==> src/adc_digital_and_link_control_consts.vh <==
// register map, field positions and reset values of the digital and link control bank
`ifndef ADC_DIGITAL_AND_LINK_CONTROL_CONSTS_VH
`define ADC_DIGITAL_AND_LINK_CONTROL_CONSTS_VH
// page selects
`define PAGE_DIGITAL           16'h6800
`define PAGE_LINK              16'h6900
// register indices inside a page (byte address is four times the index)
`define IDX_INTERLEAVE_RESET   8'h00
`define IDX_INPUT_ZONE_SELECT  8'h42
`define IDX_INPUT_ZONE_OVR     8'h4e
`define IDX_OVR_LSB_ENABLE     8'hab
`define IDX_OVR_LSB_PLACEMENT  8'had
`define IDX_DIGITAL_RESET      8'hf7
`define IDX_LINK_ALIGN         8'h00
`define IDX_LINK_SYNC_LANE     8'h01
`define IDX_LINK_FRAMES        8'h06
// page select register of our own, in the upper word space
`define ADDR_PAGE_SEL          12'h400
// field positions
`define BIT_ZONE_OVERRANGE_LSB_ENABLE        7
`define BIT_MF_OVERRIDE        7
`define BIT_LANE_MODE_CHG_EN   6
`define BIT_DECIM4_SECOND      5
`define BIT_TEST_PATTERN_EN    4
`define BIT_LANE_ALIGN_INS     2
`define BIT_FRAME_ALIGN_INS    1
`define BIT_INIT_ALIGN_DIS     0
`define BIT_SYNC_FORCE_VAL     7
`define BIT_SYNC_FORCE_EN      6
`define BIT_SYNC_SEL           5
`define BIT_DECIM4_THIRD       3
// values
`define RST_REG                8'h00
`define DEFAULT_FRAMES_PER_MF  6'h05
`define OVR_PLACE_NONE         4'h0
`define OVR_PLACE_BIT0         4'h3
`define OVR_PLACE_BIT1         4'hc
`define OVR_PLACE_BOTH         4'hf
`define CHAR_K28_3             8'h7c
`define CHAR_K28_5             8'hbc
`define CHAR_K28_7             8'hfc
`endif

==> src/adc_digital_and_link_control.v <==
// apb register bank steering the post-converter digital path and the link transmitter
//
// Functional notes
// - 3-bit zone code passed to interleaving engine
// - zone code used only when override bit set
// - overrange placement ignored unless enable bit set
// - placement code puts overrange on bit0/bit1/both
// - digital reset bit self-clears, spares interleave logic
// - five frames per multiframe unless override set
// - lane-mode writes accepted only when change enabled
// - test pattern enable only drives its own output, sample data not replaced
// - lane-align bit inserts K28.3 characters
// - frame-align bit inserts K28.7 characters
// - initial-alignment disable skips alignment sequence
// - sync force enable and value send K28.5
// - sync request from pair one or two
// - lane-mode codes 01/10/11 select 20x/40x/80x
// - digital page 6800h, link page 6900h
// - overridden frame count is field plus one
//
// Decided for this implementation: the APB interface to the registers.
`timescale 1ns/10ps
`include "adc_digital_and_link_control_consts.vh"
`default_nettype none
module adc_digital_and_link_control #(
   parameter DATA_W = 16
) (
   input  wire              clk,
   input  wire              reset_n,
   input  wire              psel,
   input  wire              penable,
   input  wire              pwrite,
   input  wire [11:0]       paddr,
   input  wire [31:0]       pwdata,
   output wire              pready,
   output reg  [31:0]       prdata,
   output wire              pslverr,
   input  wire              sync_request_pair_one,
   input  wire              sync_request_pair_two,
   input  wire [DATA_W-1:0] sample_in,
   input  wire              overrange_flag,
   output reg  [DATA_W-1:0] sample_out,
   output reg               interleave_engine_reset,
   output reg  [2:0]        zone_to_engine,
   output reg               zone_override_active,
   output reg               digital_block_reset,
   output reg  [5:0]        frames_per_multiframe,
   output reg  [1:0]        lane_rate_mode,
   output reg               transport_test_pattern_enable,
   output reg               lane_align_insert,
   output reg               frame_align_insert,
   output reg               initial_alignment_disable,
   output reg               sync_force_active,
   output reg  [7:0]        sync_force_char,
   output reg               sync_request_sel,
   output reg               decim4_enable_second,
   output reg               decim4_enable_third
);

   // ************************************************************
   // register storage
   // ************************************************************
   reg [15:0] page_ff;
   reg        interleave_engine_reset_ff;
   reg [2:0]  zone_ff;
   reg        zone_ovr_ff;
   reg        overrange_lsb_enable_ff;
   reg [3:0]  ovr_place_ff;
   reg        digital_block_reset_ff;
   reg [7:0]  link_align_ff;
   reg [7:0]  link_sync_ff;
   reg [4:0]  frames_ff;

   wire       wr_en;
   wire       rd_en;
   wire       is_page;
   wire [7:0] idx;
   wire       pg_dig;
   wire       pg_link;
   reg        hit;
   reg  [7:0] rd_byte;

   // apb decode, single-cycle access phase
   assign pready  = 1'b1;
   assign pslverr = 1'b0;
   assign wr_en   = psel & penable & pwrite;
   assign rd_en   = psel & penable & ~pwrite;
   assign is_page = (paddr == `ADDR_PAGE_SEL);
   assign idx     = paddr[9:2];
   assign pg_dig  = (page_ff == `PAGE_DIGITAL) & ~paddr[10] & (paddr[1:0] == 2'b00);
   assign pg_link = (page_ff == `PAGE_LINK) & ~paddr[10] & (paddr[1:0] == 2'b00);

   // read mux, unmapped reads return zero
   always @* begin
      hit     = 1'b1;
      rd_byte = `RST_REG;
      if (pg_dig && idx == `IDX_INTERLEAVE_RESET) begin
         rd_byte = {7'h00, interleave_engine_reset_ff};
      end else if (pg_dig && idx == `IDX_INPUT_ZONE_SELECT) begin
         rd_byte = {5'h00, zone_ff};
      end else if (pg_dig && idx == `IDX_INPUT_ZONE_OVR) begin
         rd_byte = {zone_ovr_ff, 7'h00};
      end else if (pg_dig && idx == `IDX_OVR_LSB_ENABLE) begin
         rd_byte = {7'h00, overrange_lsb_enable_ff};
      end else if (pg_dig && idx == `IDX_OVR_LSB_PLACEMENT) begin
         rd_byte = {4'h0, ovr_place_ff};
      end else if (pg_dig && idx == `IDX_DIGITAL_RESET) begin
         rd_byte = {7'h00, digital_block_reset_ff};
      end else if (pg_link && idx == `IDX_LINK_ALIGN) begin
         rd_byte = link_align_ff;
      end else if (pg_link && idx == `IDX_LINK_SYNC_LANE) begin
         rd_byte = link_sync_ff;
      end else if (pg_link && idx == `IDX_LINK_FRAMES) begin
         rd_byte = {3'h0, frames_ff};
      end else begin
         hit = 1'b0;
      end
   end

   // ************************************************************
   // register writes
   // ************************************************************
   always @(posedge clk or negedge reset_n) begin
      if (!reset_n) begin
         page_ff       <= 16'h0000;
         interleave_engine_reset_ff   <= 1'b0;
         zone_ff       <= 3'h0;
         zone_ovr_ff   <= 1'b0;
         overrange_lsb_enable_ff     <= 1'b0;
         ovr_place_ff  <= 4'h0;
         digital_block_reset_ff  <= 1'b0;
         link_align_ff <= `RST_REG;
         link_sync_ff  <= `RST_REG;
         frames_ff     <= 5'h00;
      end else begin
         // digital reset lasts one cycle then clears itself
         digital_block_reset_ff <= 1'b0;
         if (wr_en && is_page) begin
            page_ff <= pwdata[15:0];
         end
         if (wr_en && pg_dig) begin
            case (idx)
               `IDX_INTERLEAVE_RESET:  interleave_engine_reset_ff  <= pwdata[0];
               `IDX_INPUT_ZONE_SELECT: zone_ff      <= pwdata[2:0];
               `IDX_INPUT_ZONE_OVR:    zone_ovr_ff  <= pwdata[`BIT_ZONE_OVERRANGE_LSB_ENABLE];
               `IDX_OVR_LSB_ENABLE:    overrange_lsb_enable_ff    <= pwdata[0];
               `IDX_OVR_LSB_PLACEMENT: ovr_place_ff <= pwdata[3:0];
               `IDX_DIGITAL_RESET:     digital_block_reset_ff <= pwdata[0];
               default: ;
            endcase
         end
         if (wr_en && pg_link) begin
            case (idx)
               `IDX_LINK_ALIGN: link_align_ff <= {pwdata[7:4], 1'b0, pwdata[2:0]};
               `IDX_LINK_SYNC_LANE: begin
                  link_sync_ff[7:2] <= {pwdata[7:5], 1'b0, pwdata[3], 1'b0};
                  // lane mode only moves while change is enabled
                  if (link_align_ff[`BIT_LANE_MODE_CHG_EN]) begin
                     link_sync_ff[1:0] <= pwdata[1:0];
                  end
               end
               `IDX_LINK_FRAMES: frames_ff <= pwdata[4:0];
               default: ;
            endcase
         end
      end
   end

   // read data register
   always @(posedge clk or negedge reset_n) begin
      if (!reset_n) begin
         prdata <= 32'h00000000;
      end else if (rd_en) begin
         prdata <= is_page ? {16'h0000, page_ff} : (hit ? {24'h000000, rd_byte} : 32'h00000000);
      end
   end

   // ************************************************************
   // control outputs
   // ************************************************************
   always @(posedge clk or negedge reset_n) begin
      if (!reset_n) begin
         interleave_engine_reset       <= 1'b0;
         zone_to_engine                <= 3'h0;
         zone_override_active          <= 1'b0;
         digital_block_reset           <= 1'b0;
         frames_per_multiframe         <= `DEFAULT_FRAMES_PER_MF;
         lane_rate_mode                <= 2'b00;
         transport_test_pattern_enable <= 1'b0;
         lane_align_insert             <= 1'b0;
         frame_align_insert            <= 1'b0;
         initial_alignment_disable     <= 1'b0;
         sync_force_active             <= 1'b0;
         sync_force_char               <= 8'h00;
         sync_request_sel              <= 1'b1;
         decim4_enable_second          <= 1'b0;
         decim4_enable_third           <= 1'b0;
      end else begin
         interleave_engine_reset <= interleave_engine_reset_ff;
         zone_override_active    <= zone_ovr_ff;
         zone_to_engine          <= zone_ovr_ff ? zone_ff : 3'h0;
         digital_block_reset     <= digital_block_reset_ff;
         if (link_align_ff[`BIT_MF_OVERRIDE]) begin
            frames_per_multiframe <= {1'b0, frames_ff} + 6'h01;
         end else begin
            frames_per_multiframe <= `DEFAULT_FRAMES_PER_MF;
         end
         lane_rate_mode                <= link_sync_ff[1:0];
         transport_test_pattern_enable <= link_align_ff[`BIT_TEST_PATTERN_EN];
         lane_align_insert             <= link_align_ff[`BIT_LANE_ALIGN_INS];
         frame_align_insert            <= link_align_ff[`BIT_FRAME_ALIGN_INS];
         initial_alignment_disable     <= link_align_ff[`BIT_INIT_ALIGN_DIS];
         sync_force_active <= link_sync_ff[`BIT_SYNC_FORCE_EN] &
                              link_sync_ff[`BIT_SYNC_FORCE_VAL];
         // chosen request, active low from the receiver
         sync_request_sel <= link_sync_ff[`BIT_SYNC_SEL] ?
                             sync_request_pair_two : sync_request_pair_one;
         decim4_enable_second <= link_align_ff[`BIT_DECIM4_SECOND];
         decim4_enable_third  <= link_sync_ff[`BIT_DECIM4_THIRD];
         // character code the framer sends in place of data
         if (link_sync_ff[`BIT_SYNC_FORCE_EN] & link_sync_ff[`BIT_SYNC_FORCE_VAL]) begin
            sync_force_char <= `CHAR_K28_5;
         end else if (link_align_ff[`BIT_LANE_ALIGN_INS]) begin
            sync_force_char <= `CHAR_K28_3;
         end else if (link_align_ff[`BIT_FRAME_ALIGN_INS]) begin
            sync_force_char <= `CHAR_K28_7;
         end else begin
            sync_force_char <= 8'h00;
         end
      end
   end

   // ************************************************************
   // overrange on the two output lsbs
   // ************************************************************
   always @(posedge clk or negedge reset_n) begin
      if (!reset_n) begin
         sample_out <= {DATA_W{1'b0}};
      end else if (digital_block_reset_ff) begin
         sample_out <= {DATA_W{1'b0}};
      end else begin
         sample_out <= sample_in;
         if (overrange_lsb_enable_ff) begin
            case (ovr_place_ff)
               `OVR_PLACE_BIT0: sample_out[0] <= overrange_flag;
               `OVR_PLACE_BIT1: sample_out[1] <= overrange_flag;
               `OVR_PLACE_BOTH: sample_out[1:0] <= {2{overrange_flag}};
               default: ;
            endcase
         end
      end
   end

endmodule
`default_nettype wire

==> config.mk <==
export PLATFORM = sky130hd
export DESIGN_NAME = adc_digital_and_link_control
export DESIGN_NICKNAME = d
export VERILOG_FILES = /design/src/adc_digital_and_link_control.v
export VERILOG_INCLUDE_DIRS = /design/src /design/src/src
export SDC_FILE = /design/constraint.sdc
export NUM_CORES = 1
export LEC_CHECK = 0
export BUFFER_PORTS_ARGS = -buffer_cell sky130_fd_sc_hd__clkbuf_2
export CAP_MARGIN = 20
export CORE_MARGIN = 2
export CORE_UTILIZATION = 54
export CTS_CLUSTER_DIAMETER = 80
export DETAILED_ROUTE_END_ITERATION = 10
export PLACE_DENSITY_LB_ADDON = 0.2
export SLEW_MARGIN = 40
export SYNTH_ARGS = -nofsm -noshare
export SYNTH_HDL_FRONTEND = slang
export SYNTH_SLANG_ARGS = --single-unit
export TNS_END_PERCENT = 5
==> constraint.sdc <==
create_clock -name clk -period 7 [get_ports clk]
set_input_delay 1.4 -clock clk [delete_from_list [all_inputs] [get_ports clk]]
set_output_delay 1.4 -clock clk [all_outputs]
set_load 0.02 [all_outputs]
======== Word-level counts from Yosys, hierarchy flattened ========
Index checks and enable logic that the tools add are counted.
W data, S select, Z words.
operators by class
  add/subtract/negate cells ............... 1
  equality and inequality tests ........... 13
  multiplexer cells ....................... 32
  bitwise operators ....................... 10
  reduce and logical (&&, ||, !) cells .... 25
operators by type and width
  kind                    count
  $mux W8                 12
  $eq A16 B15 Y1 const B  2
  $mux W16                2
  $eq A8 B8 Y1 const B    3
  $eq A8 B7 Y1 const B    2
  $reduce_and A2 Y1       8
  $mux W1                 14
  $eq A12 B11 Y1 const B  1
  $logic_and A1 B1 Y1     12
  $and A1 B1 Y1           8
  $eq A4 B4 Y1 const B    2
  $eq A8 B1 Y1 const B    1
  $eq A8 B3 Y1 const B    1
  $logic_not A8 Y1        1
  $add A5 B1 Y6 const B   1
  $mux W6                 1
  $mux W5                 1
  $eq A4 B2 Y1 const B    1
  $reduce_or A2 Y1        2
  $mux W3                 1
  $reduce_and A3 Y1       1
  $logic_not A2 Y1        1
  $mux W2                 1
  $not A1 Y1              2
storage, ports and cells
  bits in registers ....................... 123
  bits of input ports ..................... 68
  output and inout bits ................... 80
  logic and storage cells ................. 109

======== Longest topological paths before layout ========
Gate-level depths: netlist of run 1.
  word-level depth ........................ 15
  depth in mapped cells ................... 8
  gate-level depth less buffers ........... 6

======== Least setup slack after synthesis of run 1 ========
OpenSTA, ideal clock, no wires.
  path kind ............................... input-to-reg
  start point ............................. input port paddr[10]
  end point ............................... register link_align_ff[0]
  setup time .............................. 125 ps
  arrival time ............................ 3285 ps
  data required time ...................... 6875 ps
  path slack .............................. 3590 ps
  stages on the path ...................... 7
  buffers on the path ..................... 1
  path through ............................ or4_1 > or3_1 > buf_2 > nor4b_4 > nand2_1 > nor2_4 > mux2_2
between the ends
  word-level cells in the longest chain between the ends .. 5
RTL lines
  element                      RTL line                            text
  start, declared              adc_digital_and_link_control.v:33   input wire [11:0] paddr,
  $not A1 Y1                   adc_digital_and_link_control.v:91   assign pg_link = (page_ff == `PAGE_LINK) & ~paddr[10] & (paddr[1:0] == 2'b00);
  $and A1 B1 Y1 (2 in a row)   adc_digital_and_link_control.v:91
  $logic_and A1 B1 Y1          adc_digital_and_link_control.v:152  if (wr_en && pg_link) begin
  $reduce_and A2 Y1 (no line)  -
  end signal, assigned         adc_digital_and_link_control.v:132  link_align_ff <= `RST_REG;
  end signal, assigned         adc_digital_and_link_control.v:154  `IDX_LINK_ALIGN: link_align_ff <= {pwdata[7:4], 1'b0, pwdata[2:0]};
  end, declared                adc_digital_and_link_control.v:70   reg [7:0] link_align_ff;
Every way passes these cells.
A chain may end at the register's enable or synchronous reset.

======== Final worst setup path of run 1 ========
  start point ............................. input port paddr[3]
  end point ............................... register page_ff[11]
between the ends
  word-level cells in the longest chain between the ends .. 2
RTL lines
  element                   RTL line                            text
  $eq A12 B11 Y1 (no line)  -
  $logic_and A1 B1 Y1       adc_digital_and_link_control.v:138  if (wr_en && is_page) begin
  end signal, assigned      adc_digital_and_link_control.v:139  page_ff <= pwdata[15:0];
  end, declared             adc_digital_and_link_control.v:63   reg [15:0] page_ff;
Every way passes these cells.

==> flow_summary.rst, run 1 <==
.. list-table::
   :header-rows: 1

   * - Metric
     - Value
   * - Setup slack after placement
     - 3140 ps
   * - Unrepaired setup endpoints after global routing
     - no
   * - Number of antenna violations at the first check in global routing
     - 0
   * - Area fraction in compound gates after synthesis
     - 5.36%
   * - Dominant register cell in the synthesized netlist
     - sky130_fd_sc_hd__dfrtp_1
   * - Area share of fa/ha/maj cells after synthesis
     - less than 1%
   * - Area fraction in and, or, nand and nor cells after synthesis
     - 18.3%
   * - Number of cells produced by synthesis
     - between 300 and 400
   * - Hold bufs inserted after CTS
     - 0
   * - Worst setup slack after layout
     - ~3500 ps
   * - Lkg Pwr
     - around 2.7 nW
   * - Height of the chip
     - 95.3 µm
   * - Global-route wire length before repair
     - 15.5 mm
   * - Largest fanout on the critical path
     - 17
   * - Drt drc
     - 0
   * - Vias in the first global route
     - between 2,000 and 3,000
   * - P_int
     - approximately 0.81 mW
   * - Critical Path Stages
     - 6
   * - Number of enable-type register cells in the synthesized netlist
     - 0
   * - GRT Util Overall
     - 22.9%
   * - Number of ports placed on the die boundary
     - ~150
   * - Fraction of power spent switching nets
     - 24.6%
   * - Syn Area/Cell
     - 11.8 µm²
   * - Met1 Use GR
     - between 30% and 40%
   * - Commonest non-fill, non-tap cells in the layout
     - 110 x sky130_fd_sc_hd__clkbuf_2, 99 x sky130_fd_sc_hd__dfrtp_1, 46 x sky130_fd_sc_hd__mux2_2
   * - Max-capacitance violation count
     - 0
   * - Post-Syn Area
     - 0.00450 mm²
   * - Met2 Use GR
     - between 30% and 40%
   * - Signed area change from the synthesized netlist to the final layout
     - 16.5%
   * - DR pass1 iterations
     - 4
   * - CTS HTree Levels
     - 3
   * - Logic gate share of total power
     - ~8.5%
   * - Number of buffers added for setup after CTS
     - 0
   * - CTS tree
     - done
   * - Transition time at the pin with the least slew margin
     - between 700 and 800 ps
   * - Via Count
     - between 3,000 and 4,000
   * - Worst min-delay path class
     - flop to flop
   * - Placed Instances
     - 581
   * - Final count of negative-setup-slack endpoints
     - 0
   * - Req. time, crit path
     - 7250 ps
   * - Final Critical Period
     - approximately 3500 ps
   * - Critical path type
     - input pin to flop
   * - Total power draw
     - approximately 1.1 mW
   * - IR drop worst, VDD
     - 136 µV
   * - Half-perimeter wire length after placement
     - just over 7 mm
   * - Sequential element share of the synthesized area
     - between 50% and 60%
   * - Insertion delay to the later sink of the worst-skew pair
     - ~360 ps
   * - Detail-routed net length per standard cell
     - roughly 17 µm
   * - Sequential group share of total power
     - around 56%
   * - Final Net Count
     - between 500 and 600
   * - Clock-pin slew of the registers on the worst-case setup and hold paths
     - around 100 ps
   * - Core Rows
     - 33
   * - Setup crit start kind
     - input pin
   * - Multiplexer area fraction after synthesis
     - about an eighth
   * - Commonest non-fill, non-tap cell in the layout
     - sky130_fd_sc_hd__clkbuf_2
   * - Cell type of the slowest stage on the worst timing path
     - sky130_fd_sc_hd__nand2_1
   * - Xor and xnor fraction of the mapped netlist area
     - between 1 and 1.5%
   * - Routability congestion estimate
     - 0.879
   * - Count of final hold-check violations
     - 0
   * - Largest delay share family, worst path
     - simple AND/OR/NAND/NOR gates
   * - Aggregate negative setup slack
     - 0 ps
   * - Deepest clock path buffer count
     - 2
   * - Maximum single-stage delay on the critical path
     - 610 ps
   * - Flip-flop and latch count after synthesis
     - just over 100
   * - GRT overflow
     - 0
   * - Largest clock skew in the final design
     - 14.3 ps
   * - Final number of max-transition violations
     - 0
   * - Destination of the worst register-to-register timing path
     - link_align_ff[0]
   * - Die outline area
     - between 0.009 and 0.01 mm²
   * - Status
     - finished, final reports clean
   * - Maximum clock frequency
     - around 280 MHz
   * - CP bufs+invs
     - 2
   * - Share of post-route cells with drive strength above 1
     - 39.2%
   * - Routed Wire Length
     - a little under 10 mm
   * - DRT iter0 DRCs
     - approximately 220
   * - Final ANT Viol Nets
     - 0
   * - Largest net degree at the start of global routing
     - 53
   * - Antenna Cells
     - 0
   * - Kind of end point of the critical path
     - flop
   * - Number of cells on the worst hold path
     - 0
   * - Relative contribution of the clock network to total power
     - 35.6%
   * - Number of cells in the finished layout apart from fillers
     - just under 600
   * - Combinational family with the most area after synthesis
     - simple AND/OR/NAND/NOR gates
   * - Register-to-Register Setup Slack
     - around 4300 ps
   * - Number of buffer cells added on primary ports
     - about 110
   * - Post-route clock period utilization
     - about 50%
   * - Distinct cell type count of the synthesized netlist
     - between 50 and 60
   * - CP Cell Sequence
     - clkbuf_2 -> nor4_1 -> buf_4 -> and3_1 -> nand2_1 -> mux2_2
   * - Die width
     - around 95 µm
   * - Met3 Track Usage GR
     - approximately 3.5%
   * - Endpoint of the worst setup timing path
     - page_ff[11]
   * - Launching instance or port of the critical path
     - paddr[3]
   * - Total power per unit cell area
     - 206 mW/mm²
   * - Layout filler cell count
     - approximately 690
   * - Worst Path Arrival
     - 3780 ps
   * - Total CTS buffers
     - 9
   * - Net Switching
     - 0.266 mW
   * - Yosys synthesis warning count
     - 0
   * - Starting utilization of the core area
     - 55.4%
   * - Headroom to the max-slew limit
     - just over 50%
   * - Beginning of the worst register-to-register path
     - page_ff[10]
   * - Core area
     - ~0.0081 mm²
   * - Post-detailed-route via-to-cell ratio
     - roughly 5.3
   * - Proportion of synthesized flip-flops having asynchronous set or reset
     - 100%
   * - Root buffer cell
     - sky130_fd_sc_hd__clkbuf_8
   * - Most heavily used metal layer in global routing
     - met2
   * - Number of clock sinks
     - 102
   * - Cells resized by post-CTS repair
     - 0
   * - Cells on worst reg2reg path
     - 6
cells in the mapped netlist, drive strengths merged, types with 3 or more instances:
cell	number	area, µm²
dfrtp	99	2480
mux2	46	518
nand2	37	144
buf	28	210
nor2	24	113
nor2b	14	87.6
nand3	13	65.1
clkbuf	12	46.3
nand4	9	56.3
nor3	8	40.0
a21oi	7	35.0
and2	7	43.8
nor4	7	58.8
o21ai	6	30.0
xnor2	6	52.6
a22oi	5	37.5
a32oi	4	35.0
and3	4	25.0
inv	4	15.0
a221oi	3	26.3
and4	3	26.3
dfstp	3	78.8
or3	3	18.8
or4	3	26.3
flip-flops by register name, indices dropped and copies added, names as in the netlist, 4 cells and up:
signal	flops
frames_ff	5
frames_per_multiframe	6
link_align_ff	7
link_sync_ff	6
ovr_place_ff	4
page_ff	16
prdata	16
sample_out	16
metal layers:
metal,vias up,share of wire (%)
li1,1513,-
met1,1559,44
met2,112,48
met3,9,6.6
met4,0,1.1
met5,-,0
cell families after synthesis:
logic type / Yosys count
simple gates: 145
compound gates: 35
other cells: 2
mux: 48
fa+ha+maj: 1
buf+inv: 44
flops: 102
xor+xnor: 6
worst min path at each step:
stage | startpoint | slack, ps | end
detailed placement | link_align_ff[5] | 390 | decim4_enable_second
global placement | interleave_engine_reset_ff | 390 | interleave_engine_reset
finish | link_align_ff[5] | 410 | decim4_enable_second
global route | link_align_ff[5] | 430 | decim4_enable_second
CTS | link_align_ff[5] | 410 | decim4_enable_second
floorplan | link_sync_ff[1] | 370 | lane_rate_mode[1]
power by group through the flow:
stage               sequential, mW  combinational, mW  clock, mW
floorplan                    0.629             0.0396          0
global placement             0.615             0.0905          0
detailed placement           0.615             0.0925          0
CTS                          0.604             0.0927      0.394
global route                 0.605              0.101      0.417
finish                       0.604             0.0917      0.385
per-stage QoR:
step / instance area (µm²) / util [%] / hold WS, ps
floorplan: 4570 / - / 369
global placement: 5030 / 61.9 / 388
finish: 5250 / 64.5 / 411
CTS: 5250 / 64.5 / 406
detailed placement: 5040 / 61.9 / 385
global route: 5250 / 64.5 / 430
area by class of cell:
type / count / area, µm² / area share (%)
Clock buffer: 12 / 155 / 2.96
Clock inverter: 4 / 55.1 / 1.05
Inverter: 4 / 15.0 / 0.286
Multi-Input combinational cell: 255 / 1750 / 33.3
Sequential cell: 102 / 2560 / 48.7
Tap cell: 105 / 131 / 2.50
Timing Repair Buffer: 115 / 588 / 11.2
No activity file was read; power rests on OpenSTA's default activity.
==> inputs of run 2 (changes only) <==
--- a/config.mk
+++ b/config.mk
@@ -6,10 +6,11 @@
 export SDC_FILE = /design/constraint.sdc
 export NUM_CORES = 1
 export LEC_CHECK = 0
+export ABC_AREA = 1
 export BUFFER_PORTS_ARGS = -buffer_cell sky130_fd_sc_hd__clkbuf_2
 export CAP_MARGIN = 20
 export CORE_MARGIN = 2
-export CORE_UTILIZATION = 54
+export CORE_UTILIZATION = 51
 export CTS_CLUSTER_DIAMETER = 80
 export DETAILED_ROUTE_END_ITERATION = 10
 export PLACE_DENSITY_LB_ADDON = 0.2
==> constraint.sdc (replaced) <==
create_clock -name clk -period 3.28 [get_ports clk]
set_input_delay 0.656 -clock clk [delete_from_list [all_inputs] [get_ports clk]]
set_output_delay 0.656 -clock clk [all_outputs]
set_load 0.02 [all_outputs]
==> run 2 against run 1 <==
Non-clock buffer count decreased by 1. Sequential power increased by 120%. First-iteration DRC count increased by 8.8%. Via count increased by 15%. Hold slack got worse by 150 ps. Global-route usage decreased by 0.98 points. Critical endpoint is now prdata[0]. Largest cell class unchanged.
==> flow_summary.rst, run 2 <==
.. list-table::
   :header-rows: 1

   * - Metric
     - Value
   * - Dominant register cell in the synthesized netlist
     - sky130_fd_sc_hd__dfrtp_1
   * - Unrepaired setup endpoints after global routing
     - no
   * - Proportion of synthesized flip-flops having asynchronous set or reset
     - 100%
   * - Height of the chip
     - a little under 100 µm
   * - Share of post-route cells with drive strength above 1
     - roughly a quarter
   * - Clock-pin slew of the registers on the worst-case setup and hold paths
     - approximately 100 ps
   * - Cell type of the slowest stage on the worst timing path
     - sky130_fd_sc_hd__nor2_1
   * - Post-Syn Area
     - 0.00458 mm²
   * - Total CTS buffers
     - 9
   * - IR drop worst, VDD
     - around 190 µV
   * - Insertion delay to the later sink of the worst-skew pair
     - between 300 and 400 ps
   * - Routability congestion estimate
     - between 0.9 and 1
   * - Cells resized by post-CTS repair
     - 0
   * - Vias in the first global route
     - approximately 3,600
   * - CTS tree
     - done
   * - Worst Path Arrival
     - 2300 ps
   * - Syn Area/Cell
     - slightly below 9 µm²
   * - Final ANT Viol Nets
     - 0
   * - Root buffer cell
     - sky130_fd_sc_hd__clkbuf_8
   * - Half-perimeter wire length after placement
     - roughly 7.4 mm
   * - CP bufs+invs
     - 3
   * - Core Rows
     - 34
   * - Req. time, crit path
     - between 3000 and 4000 ps
   * - Via Count
     - around 3,700
   * - Routed Wire Length
     - roughly 10 mm
   * - GRT Util Overall
     - between 20 and 25%
   * - CTS HTree Levels
     - 3
   * - Cells on worst reg2reg path
     - 10
   * - Final count of negative-setup-slack endpoints
     - 0
   * - Number of enable-type register cells in the synthesized netlist
     - 0
   * - Cell occurring most often along the worst timing path
     - sky130_fd_sc_hd__nand2_1
   * - Commonest non-fill, non-tap cell in the layout
     - sky130_fd_sc_hd__clkbuf_2
   * - Setup slack after placement
     - between 900 and 1000 ps
   * - Number of cells in the finished layout apart from fillers
     - roughly 740
   * - Antenna Cells
     - 0
   * - Core area
     - approximately 0.0087 mm²
   * - Number of ports placed on the die boundary
     - around 150
   * - Number of cells produced by synthesis
     - 515
   * - Hold bufs inserted after CTS
     - 0
   * - Post-route clock period utilization
     - 61.0%
   * - Deepest clock path buffer count
     - 2
   * - Headroom to the max-slew limit
     - 61.8%
   * - Worst min-delay path class
     - input pin to asynchronous set/reset pin
   * - CP Cell Sequence
     - clkbuf_2 -> nor2_1 -> nand3b_1 -> nor2_1 -> buf_4 -> inv_2 -> nor2_1 -> nand2_1 -> nand4_1 -> nand2_1 -> nand2_1 -> nand2_1 -> a21oi_1
   * - Drt drc
     - 0
   * - GRT overflow
     - 0
   * - Transition time at the pin with the least slew margin
     - approximately 570 ps
   * - Biggest registers after layout
     - page_ff: 16 flops, prdata: 16 flops, sample_out: 16 flops
   * - Count of final hold-check violations
     - 0
   * - Largest net degree at the start of global routing
     - 60
   * - Number of clock sinks
     - 102
   * - Number of buffers added for setup after CTS
     - 0
   * - Global-route wire length before repair
     - 17.0 mm
   * - Yosys synthesis warning count
     - 0
   * - Detail-routed net length per standard cell
     - approximately 14 µm
   * - Sequential element share of the synthesized area
     - a little under three fifths
   * - Area after detailed placement
     - approximately 0.005 mm²
   * - Starting utilization of the core area
     - around 53%
   * - Number of buffer cells added on primary ports
     - about 110
   * - Total power per unit cell area
     - 430 mW/mm²
   * - Final Critical Period
     - roughly 2000 ps
   * - Final-layout worst hold slack
     - 260 ps
   * - Total power draw
     - 2.30 mW
   * - Top cells by area in the synthesized netlist
     - sky130_fd_sc_hd__dfrtp_1 54%, sky130_fd_sc_hd__nand2_1 7.9%, sky130_fd_sc_hd__inv_1 6.5%
   * - Beginning of the worst register-to-register path
     - page_ff[6]
   * - Leading cell type by number of instances after synthesis
     - sky130_fd_sc_hd__dfrtp_1
   * - Flip-flop and latch count after synthesis
     - 102
   * - Aggregate negative setup slack
     - 0 ps
   * - Signed area change from the synthesized netlist to the final layout
     - 16.7%
   * - Post-detailed-route via-to-cell ratio
     - a little under 5
   * - Largest clock skew in the final design
     - approximately 11 ps
   * - Leading area contributor after synthesis
     - sky130_fd_sc_hd__dfrtp_1
   * - DR pass1 iterations
     - 5
   * - Destination of the worst register-to-register timing path
     - link_sync_ff[6]
   * - Largest fanout on the critical path
     - 11
   * - Worst setup slack after layout
     - between 1000 and 1500 ps
   * - Lkg Pwr
     - slightly below 3 nW
   * - Largest delay share family, worst path
     - simple AND/OR/NAND/NOR gates
   * - Placed Instances
     - slightly above 700
   * - Kind of end point of the critical path
     - flop
   * - Number of antenna violations at the first check in global routing
     - 0
   * - Die outline area
     - between 0.009 and 0.01 mm²
   * - Commonest non-fill, non-tap cells in the layout
     - 110 x sky130_fd_sc_hd__clkbuf_2, 99 x sky130_fd_sc_hd__dfrtp_1, 97 x sky130_fd_sc_hd__nand2_1
   * - Maximum clock frequency
     - between 400 and 500 MHz
   * - Final Net Count
     - 693
   * - Final instance area
     - 0.00535 mm²
   * - Final number of max-transition violations
     - 0
   * - Register-to-Register Setup Slack
     - 1390 ps
   * - Commonest cells in the synthesized netlist
     - 99 x sky130_fd_sc_hd__dfrtp_1, 97 x sky130_fd_sc_hd__nand2_1, 79 x sky130_fd_sc_hd__inv_1, 56 x sky130_fd_sc_hd__nor2_1, 26 x sky130_fd_sc_hd__nand3_1
   * - Setup crit start kind
     - input pin
   * - Die width
     - roughly 100 µm
   * - Critical path type
     - input pin to flop
   * - Maximum single-stage delay on the critical path
     - slightly below 300 ps
   * - Max-capacitance violation count
     - 0
   * - Util after Layout
     - between 60% and 70%
   * - Status
     - finished, final reports clean
   * - Launching instance or port of the critical path
     - paddr[5]
   * - Synth top area share
     - a little over half
   * - Distinct cell type count of the synthesized netlist
     - 43
   * - DRT iter0 DRCs
     - roughly 240
run 2: changes by cell type after synthesis, sizes merged, moves of 7 or more:
cell | previous run | this run
nand3 | 13 | 27
o31ai | 1 | 8
and2 | 7 | 0
nand2 | 37 | 102
inv | 4 | 85
clkbuf | 12 | 5
nor2b | 14 | 0
a21oi | 7 | 14
mux2 | 46 | 1
nor2 | 24 | 62
o21ai | 6 | 38
run 2: area by class of cell:
| class | instances | area (µm²) |
|---|---|---|
| clock inverters | 5 | 58.8 |
| repair buffers | 114 | 593 |
| multi-input cells | 311 | 1540 |
| well taps | 108 | 135 |
| inverters | 86 | 323 |
| fillers | 776 | 3370 |
| clock buffers | 11 | 141 |
| flip-flops and latches | 102 | 2560 |
run 2: worst max-delay path by stage:
stage,depth (start not counted),end
after detailed placement,8,page_ff[10]
after CTS,8,page_ff[12]
after global placement,13,prdata[0]
after global routing,7,page_ff[5]
after floorplan,8,link_sync_ff[6]
final,13,prdata[0]
run 2: routing by layer:
layer  GRT usage [%]  routed length (µm)
met1            30.3                4510
met2            34.4                4790
met3            4.40                 519
met4            8.54                 214
met5               0                   0
run 2: cell families (layout without fill, tap and decap cells):
group	after synthesis	in the layout	synth area share, %
AO/OA/AOI/OAI	70	70	9.07
other	2	20	0.164
XOR/XNOR	2	2	0.382
buffers and inverters	120	216	12.1
adder cells (fa/ha/maj)	1	1	0.273
flip-flops	102	102	55.8
AND/OR/NAND/NOR	214	214	21.3
multiplexers	4	4	0.901
run 2: power breakdown:
group	switching, mW	leakage, nW	internal, mW
logic	0.143	1.55	0.0617
registers	0.0126	1.27	1.28
clock network	0.425	0.0955	0.374
total	0.581	2.92	1.72
==> inputs of run 3 (changes only) <==
--- a/config.mk
+++ b/config.mk
@@ -10,7 +10,7 @@
 export BUFFER_PORTS_ARGS = -buffer_cell sky130_fd_sc_hd__clkbuf_2
 export CAP_MARGIN = 20
 export CORE_MARGIN = 2
-export CORE_UTILIZATION = 51
+export CORE_UTILIZATION = 46
 export CTS_CLUSTER_DIAMETER = 80
 export DETAILED_ROUTE_END_ITERATION = 10
 export PLACE_DENSITY_LB_ADDON = 0.2
==> constraint.sdc (replaced) <==
create_clock -name clk -period 1.64 [get_ports clk]
set_input_delay 0.328 -clock clk [delete_from_list [all_inputs] [get_ports clk]]
set_output_delay 0.328 -clock clk [all_outputs]
set_load 0.02 [all_outputs]
==> run 3 against run 2 <==
Sequential share of layout area decreased by 4.6 points. Combinational power increased by 120%. The flow now finishes with violations (negative setup slack). Clock skew increased by 1.4 ps. Count of clock-buffer cells in the layout decreased by 1. First-iteration DRC count decreased by 22%. Worst setup slack got worse by 1400 ps. Highest routed layer unchanged. Largest power group unchanged.
==> flow_summary.rst, run 3 (synthesized netlist as in run 2, its figures left out) <==
.. list-table::
   :header-rows: 1

   * - Metric
     - Value
   * - Worst min-delay path class
     - input pin to flop
   * - CTS HTree Levels
     - 3
   * - Number of clock sinks
     - 102
   * - Largest clock skew in the final design
     - 12.3 ps
   * - DRT iter0 DRCs
     - ~180
   * - Largest fanout on the critical path
     - 3
   * - CTS tree
     - done
   * - Final-layout worst hold slack
     - about 140 ps
   * - Kind of end point of the critical path
     - flop
   * - Final ANT Viol Nets
     - 0
   * - Via Count
     - 3,769
   * - Maximum clock frequency
     - about 560 MHz
   * - CP Cell Sequence
     - nor2_1 -> nand2_1 -> nor2_4 -> nand2_4 -> nor2_4 -> inv_4 -> nor2_4 -> inv_2 -> nor2_8 -> mux2_1
   * - Final Net Count
     - ~750
   * - Half-perimeter wire length after placement
     - roughly 8.1 mm
   * - GRT Util Overall
     - approximately 20%
   * - Share of post-route cells with drive strength above 1
     - about a third
   * - Placed Instances
     - about 800
   * - Setup crit start kind
     - flop
   * - Core area
     - ~0.0097 mm²
   * - Count of final hold-check violations
     - 0
   * - Number of buffer cells added on primary ports
     - approximately 110
   * - Maximum single-stage delay on the critical path
     - around 400 ps
   * - Clock-pin slew of the registers on the worst-case setup and hold paths
     - approximately 90 ps
   * - Detail-routed net length per standard cell
     - roughly 13 µm
   * - Fraction of power spent switching nets
     - between 20% and 30%
   * - Largest net degree at the start of global routing
     - 40
   * - Sequential group share of total power
     - 53.5%
   * - Largest delay share family, worst path
     - simple AND/OR/NAND/NOR gates
   * - P_int
     - approximately 3.7 mW
   * - Root buffer cell
     - sky130_fd_sc_hd__clkbuf_8
   * - Routability congestion estimate
     - about 0.9
   * - GRT overflow
     - 0
   * - Commonest non-fill, non-tap cells in the layout
     - 110 x sky130_fd_sc_hd__clkbuf_2, 99 x sky130_fd_sc_hd__dfrtp_1, 96 x sky130_fd_sc_hd__nand2_1
   * - Worst setup slack after layout
     - -141 ps
   * - Layout filler cell count
     - around 860
   * - Antenna Cells
     - 0
   * - Aggregate negative setup slack
     - -1560 ps
   * - Cell occurring most often along the worst timing path
     - sky130_fd_sc_hd__nor2_4
   * - DR pass1 iterations
     - 4
   * - Beginning of the worst register-to-register path
     - page_ff[4]
   * - Core Rows
     - 36
   * - Setup slack after placement
     - -159 ps
   * - Final Critical Period
     - about 1800 ps
   * - Total CTS buffers
     - 9
   * - Biggest registers after layout
     - page_ff: 16 flops, prdata: 16 flops, sample_out: 16 flops
   * - Final number of max-transition violations
     - 0
   * - Deepest clock path buffer count
     - 2
   * - CP bufs+invs
     - 2
   * - Logic gate share of total power
     - under 10%
   * - Status
     - complete, but fails checks
   * - Hold Startpoint
     - sample_in[11]
   * - Post-detailed-route via-to-cell ratio
     - 4.64
   * - Post-route clock period utilization
     - 109%
   * - Signed area change from the synthesized netlist to the final layout
     - 29.3%
   * - Final instance area
     - roughly 0.0059 mm²
   * - Cell type of the slowest stage on the worst timing path
     - sky130_fd_sc_hd__dfrtp_1
   * - Global-route wire length before repair
     - between 15 and 20 mm
   * - Number of cells in the finished layout apart from fillers
     - about 800
   * - Die outline area
     - 0.0108 mm²
   * - Cells on worst reg2reg path
     - 10
   * - Area after detailed placement
     - 0.00557 mm²
   * - Drt drc
     - 0
   * - Critical path type
     - flop to flop
   * - Violated checks
     - negative setup slack
   * - IR drop worst, VDD
     - 441 µV
   * - Worst Path Arrival
     - slightly above 2000 ps
   * - Unrepaired setup endpoints after global routing
     - yes
   * - Lkg Pwr
     - around 3.3 nW
   * - Hold endpoint
     - sample_out[11]
   * - Area used by multi-input combinational logic
     - between 0.0015 and 0.002 mm²
   * - Relative contribution of the clock network to total power
     - 37.1%
   * - Number of cells on the worst hold path
     - 3
   * - Starting utilization of the core area
     - about 47%
   * - Final count of negative-setup-slack endpoints
     - 19
   * - Net Switching
     - about 1.1 mW
   * - Destination of the worst register-to-register timing path
     - link_sync_ff[6]
   * - Register-to-Register Setup Slack
     - -140 ps
   * - Die width
     - 104 µm
   * - Transition time at the pin with the least slew margin
     - around 540 ps
   * - Height of the chip
     - approximately 100 µm
   * - FF/Latch Area
     - ~0.0026 mm²
   * - Total power per unit cell area
     - approximately 820 mW/mm²
   * - Req. time, crit path
     - 1880 ps
   * - Number of ports placed on the die boundary
     - about 150
   * - Insertion delay to the later sink of the worst-skew pair
     - about 370 ps
   * - Commonest non-fill, non-tap cell in the layout
     - sky130_fd_sc_hd__clkbuf_2
   * - Vias in the first global route
     - between 3,000 and 4,000
   * - Routed Wire Length
     - around 10 mm
   * - Number of antenna violations at the first check in global routing
     - 0
   * - Headroom to the max-slew limit
     - between 60% and 70%
   * - Max-capacitance violation count
     - 0
==> run 3: worst max path at each step <==
stage,startpoint,end,slack (ps),cells past startpoint
after floorplan,page_ff[6],link_sync_ff[6],-10,10
after global placement,paddr[5],link_sync_ff[6],-140,9
after detailed placement,paddr[7],link_sync_ff[0],-160,12
after CTS,page_ff[0],prdata[1],-120,12
after global routing,page_ff[10],prdata[0],-260,12
final,page_ff[4],link_sync_ff[6],-140,10
==> run 3: worst register-to-register path, delay by kind of cell (launching register included) <==
family / cells / cell delay (ps)
simple gates: 7 / 800
mux: 1 / 330
flops: 1 / 400
buf+inv: 2 / 130
==> run 3: power by group through the flow <==
stage	clock [mW]	sequential [mW]	combinational (mW)
floorplan	0	2.71	0.176
global placement	0	2.64	0.450
detailed placement	0	2.64	0.456
CTS	1.84	2.59	0.460
global route	1.93	2.60	0.505
finish	1.80	2.59	0.454
==> run 3: per-layer routing <==
layer	part of all wire (%)	routed length, µm	track usage (%)	vias to the layer above
li1	-	-	-	1904
met3	5.1	532	2.89	12
met5	0	0	0	-
met2	49	5090	33.2	98
met1	45	4740	28.2	1755
met4	1.0	109	6.95	0
==> run 3: cell type report <==
class | count | share of cell area [%]
Sequential cell | 102 | 43.2
Tap cell | 133 | 2.81
Timing Repair Buffer | 167 | 17.3
Multi-Input combinational cell | 311 | 27.4
Inverter | 86 | 5.49
Clock buffer | 10 | 2.16
Clock inverter | 4 | 1.65
==> run 3: timing repair <==
item	4_1_cts	5_1_grt
gates cloned	0	0
pin swaps	3	7
setup endpoints to repair	33	36
setup buffers	1	2
gates resized for setup	8	22
hold buffers	1	0
endpoints found under the hold margin	32	0
==> run 3: per-stage QoR <==
stage	util [%]	power [mW]
finish	60.9	4.84
global route	60.9	5.03
CTS	60.1	4.89
detailed placement	57.3	3.10
global placement	57.3	3.09
floorplan	-	2.88
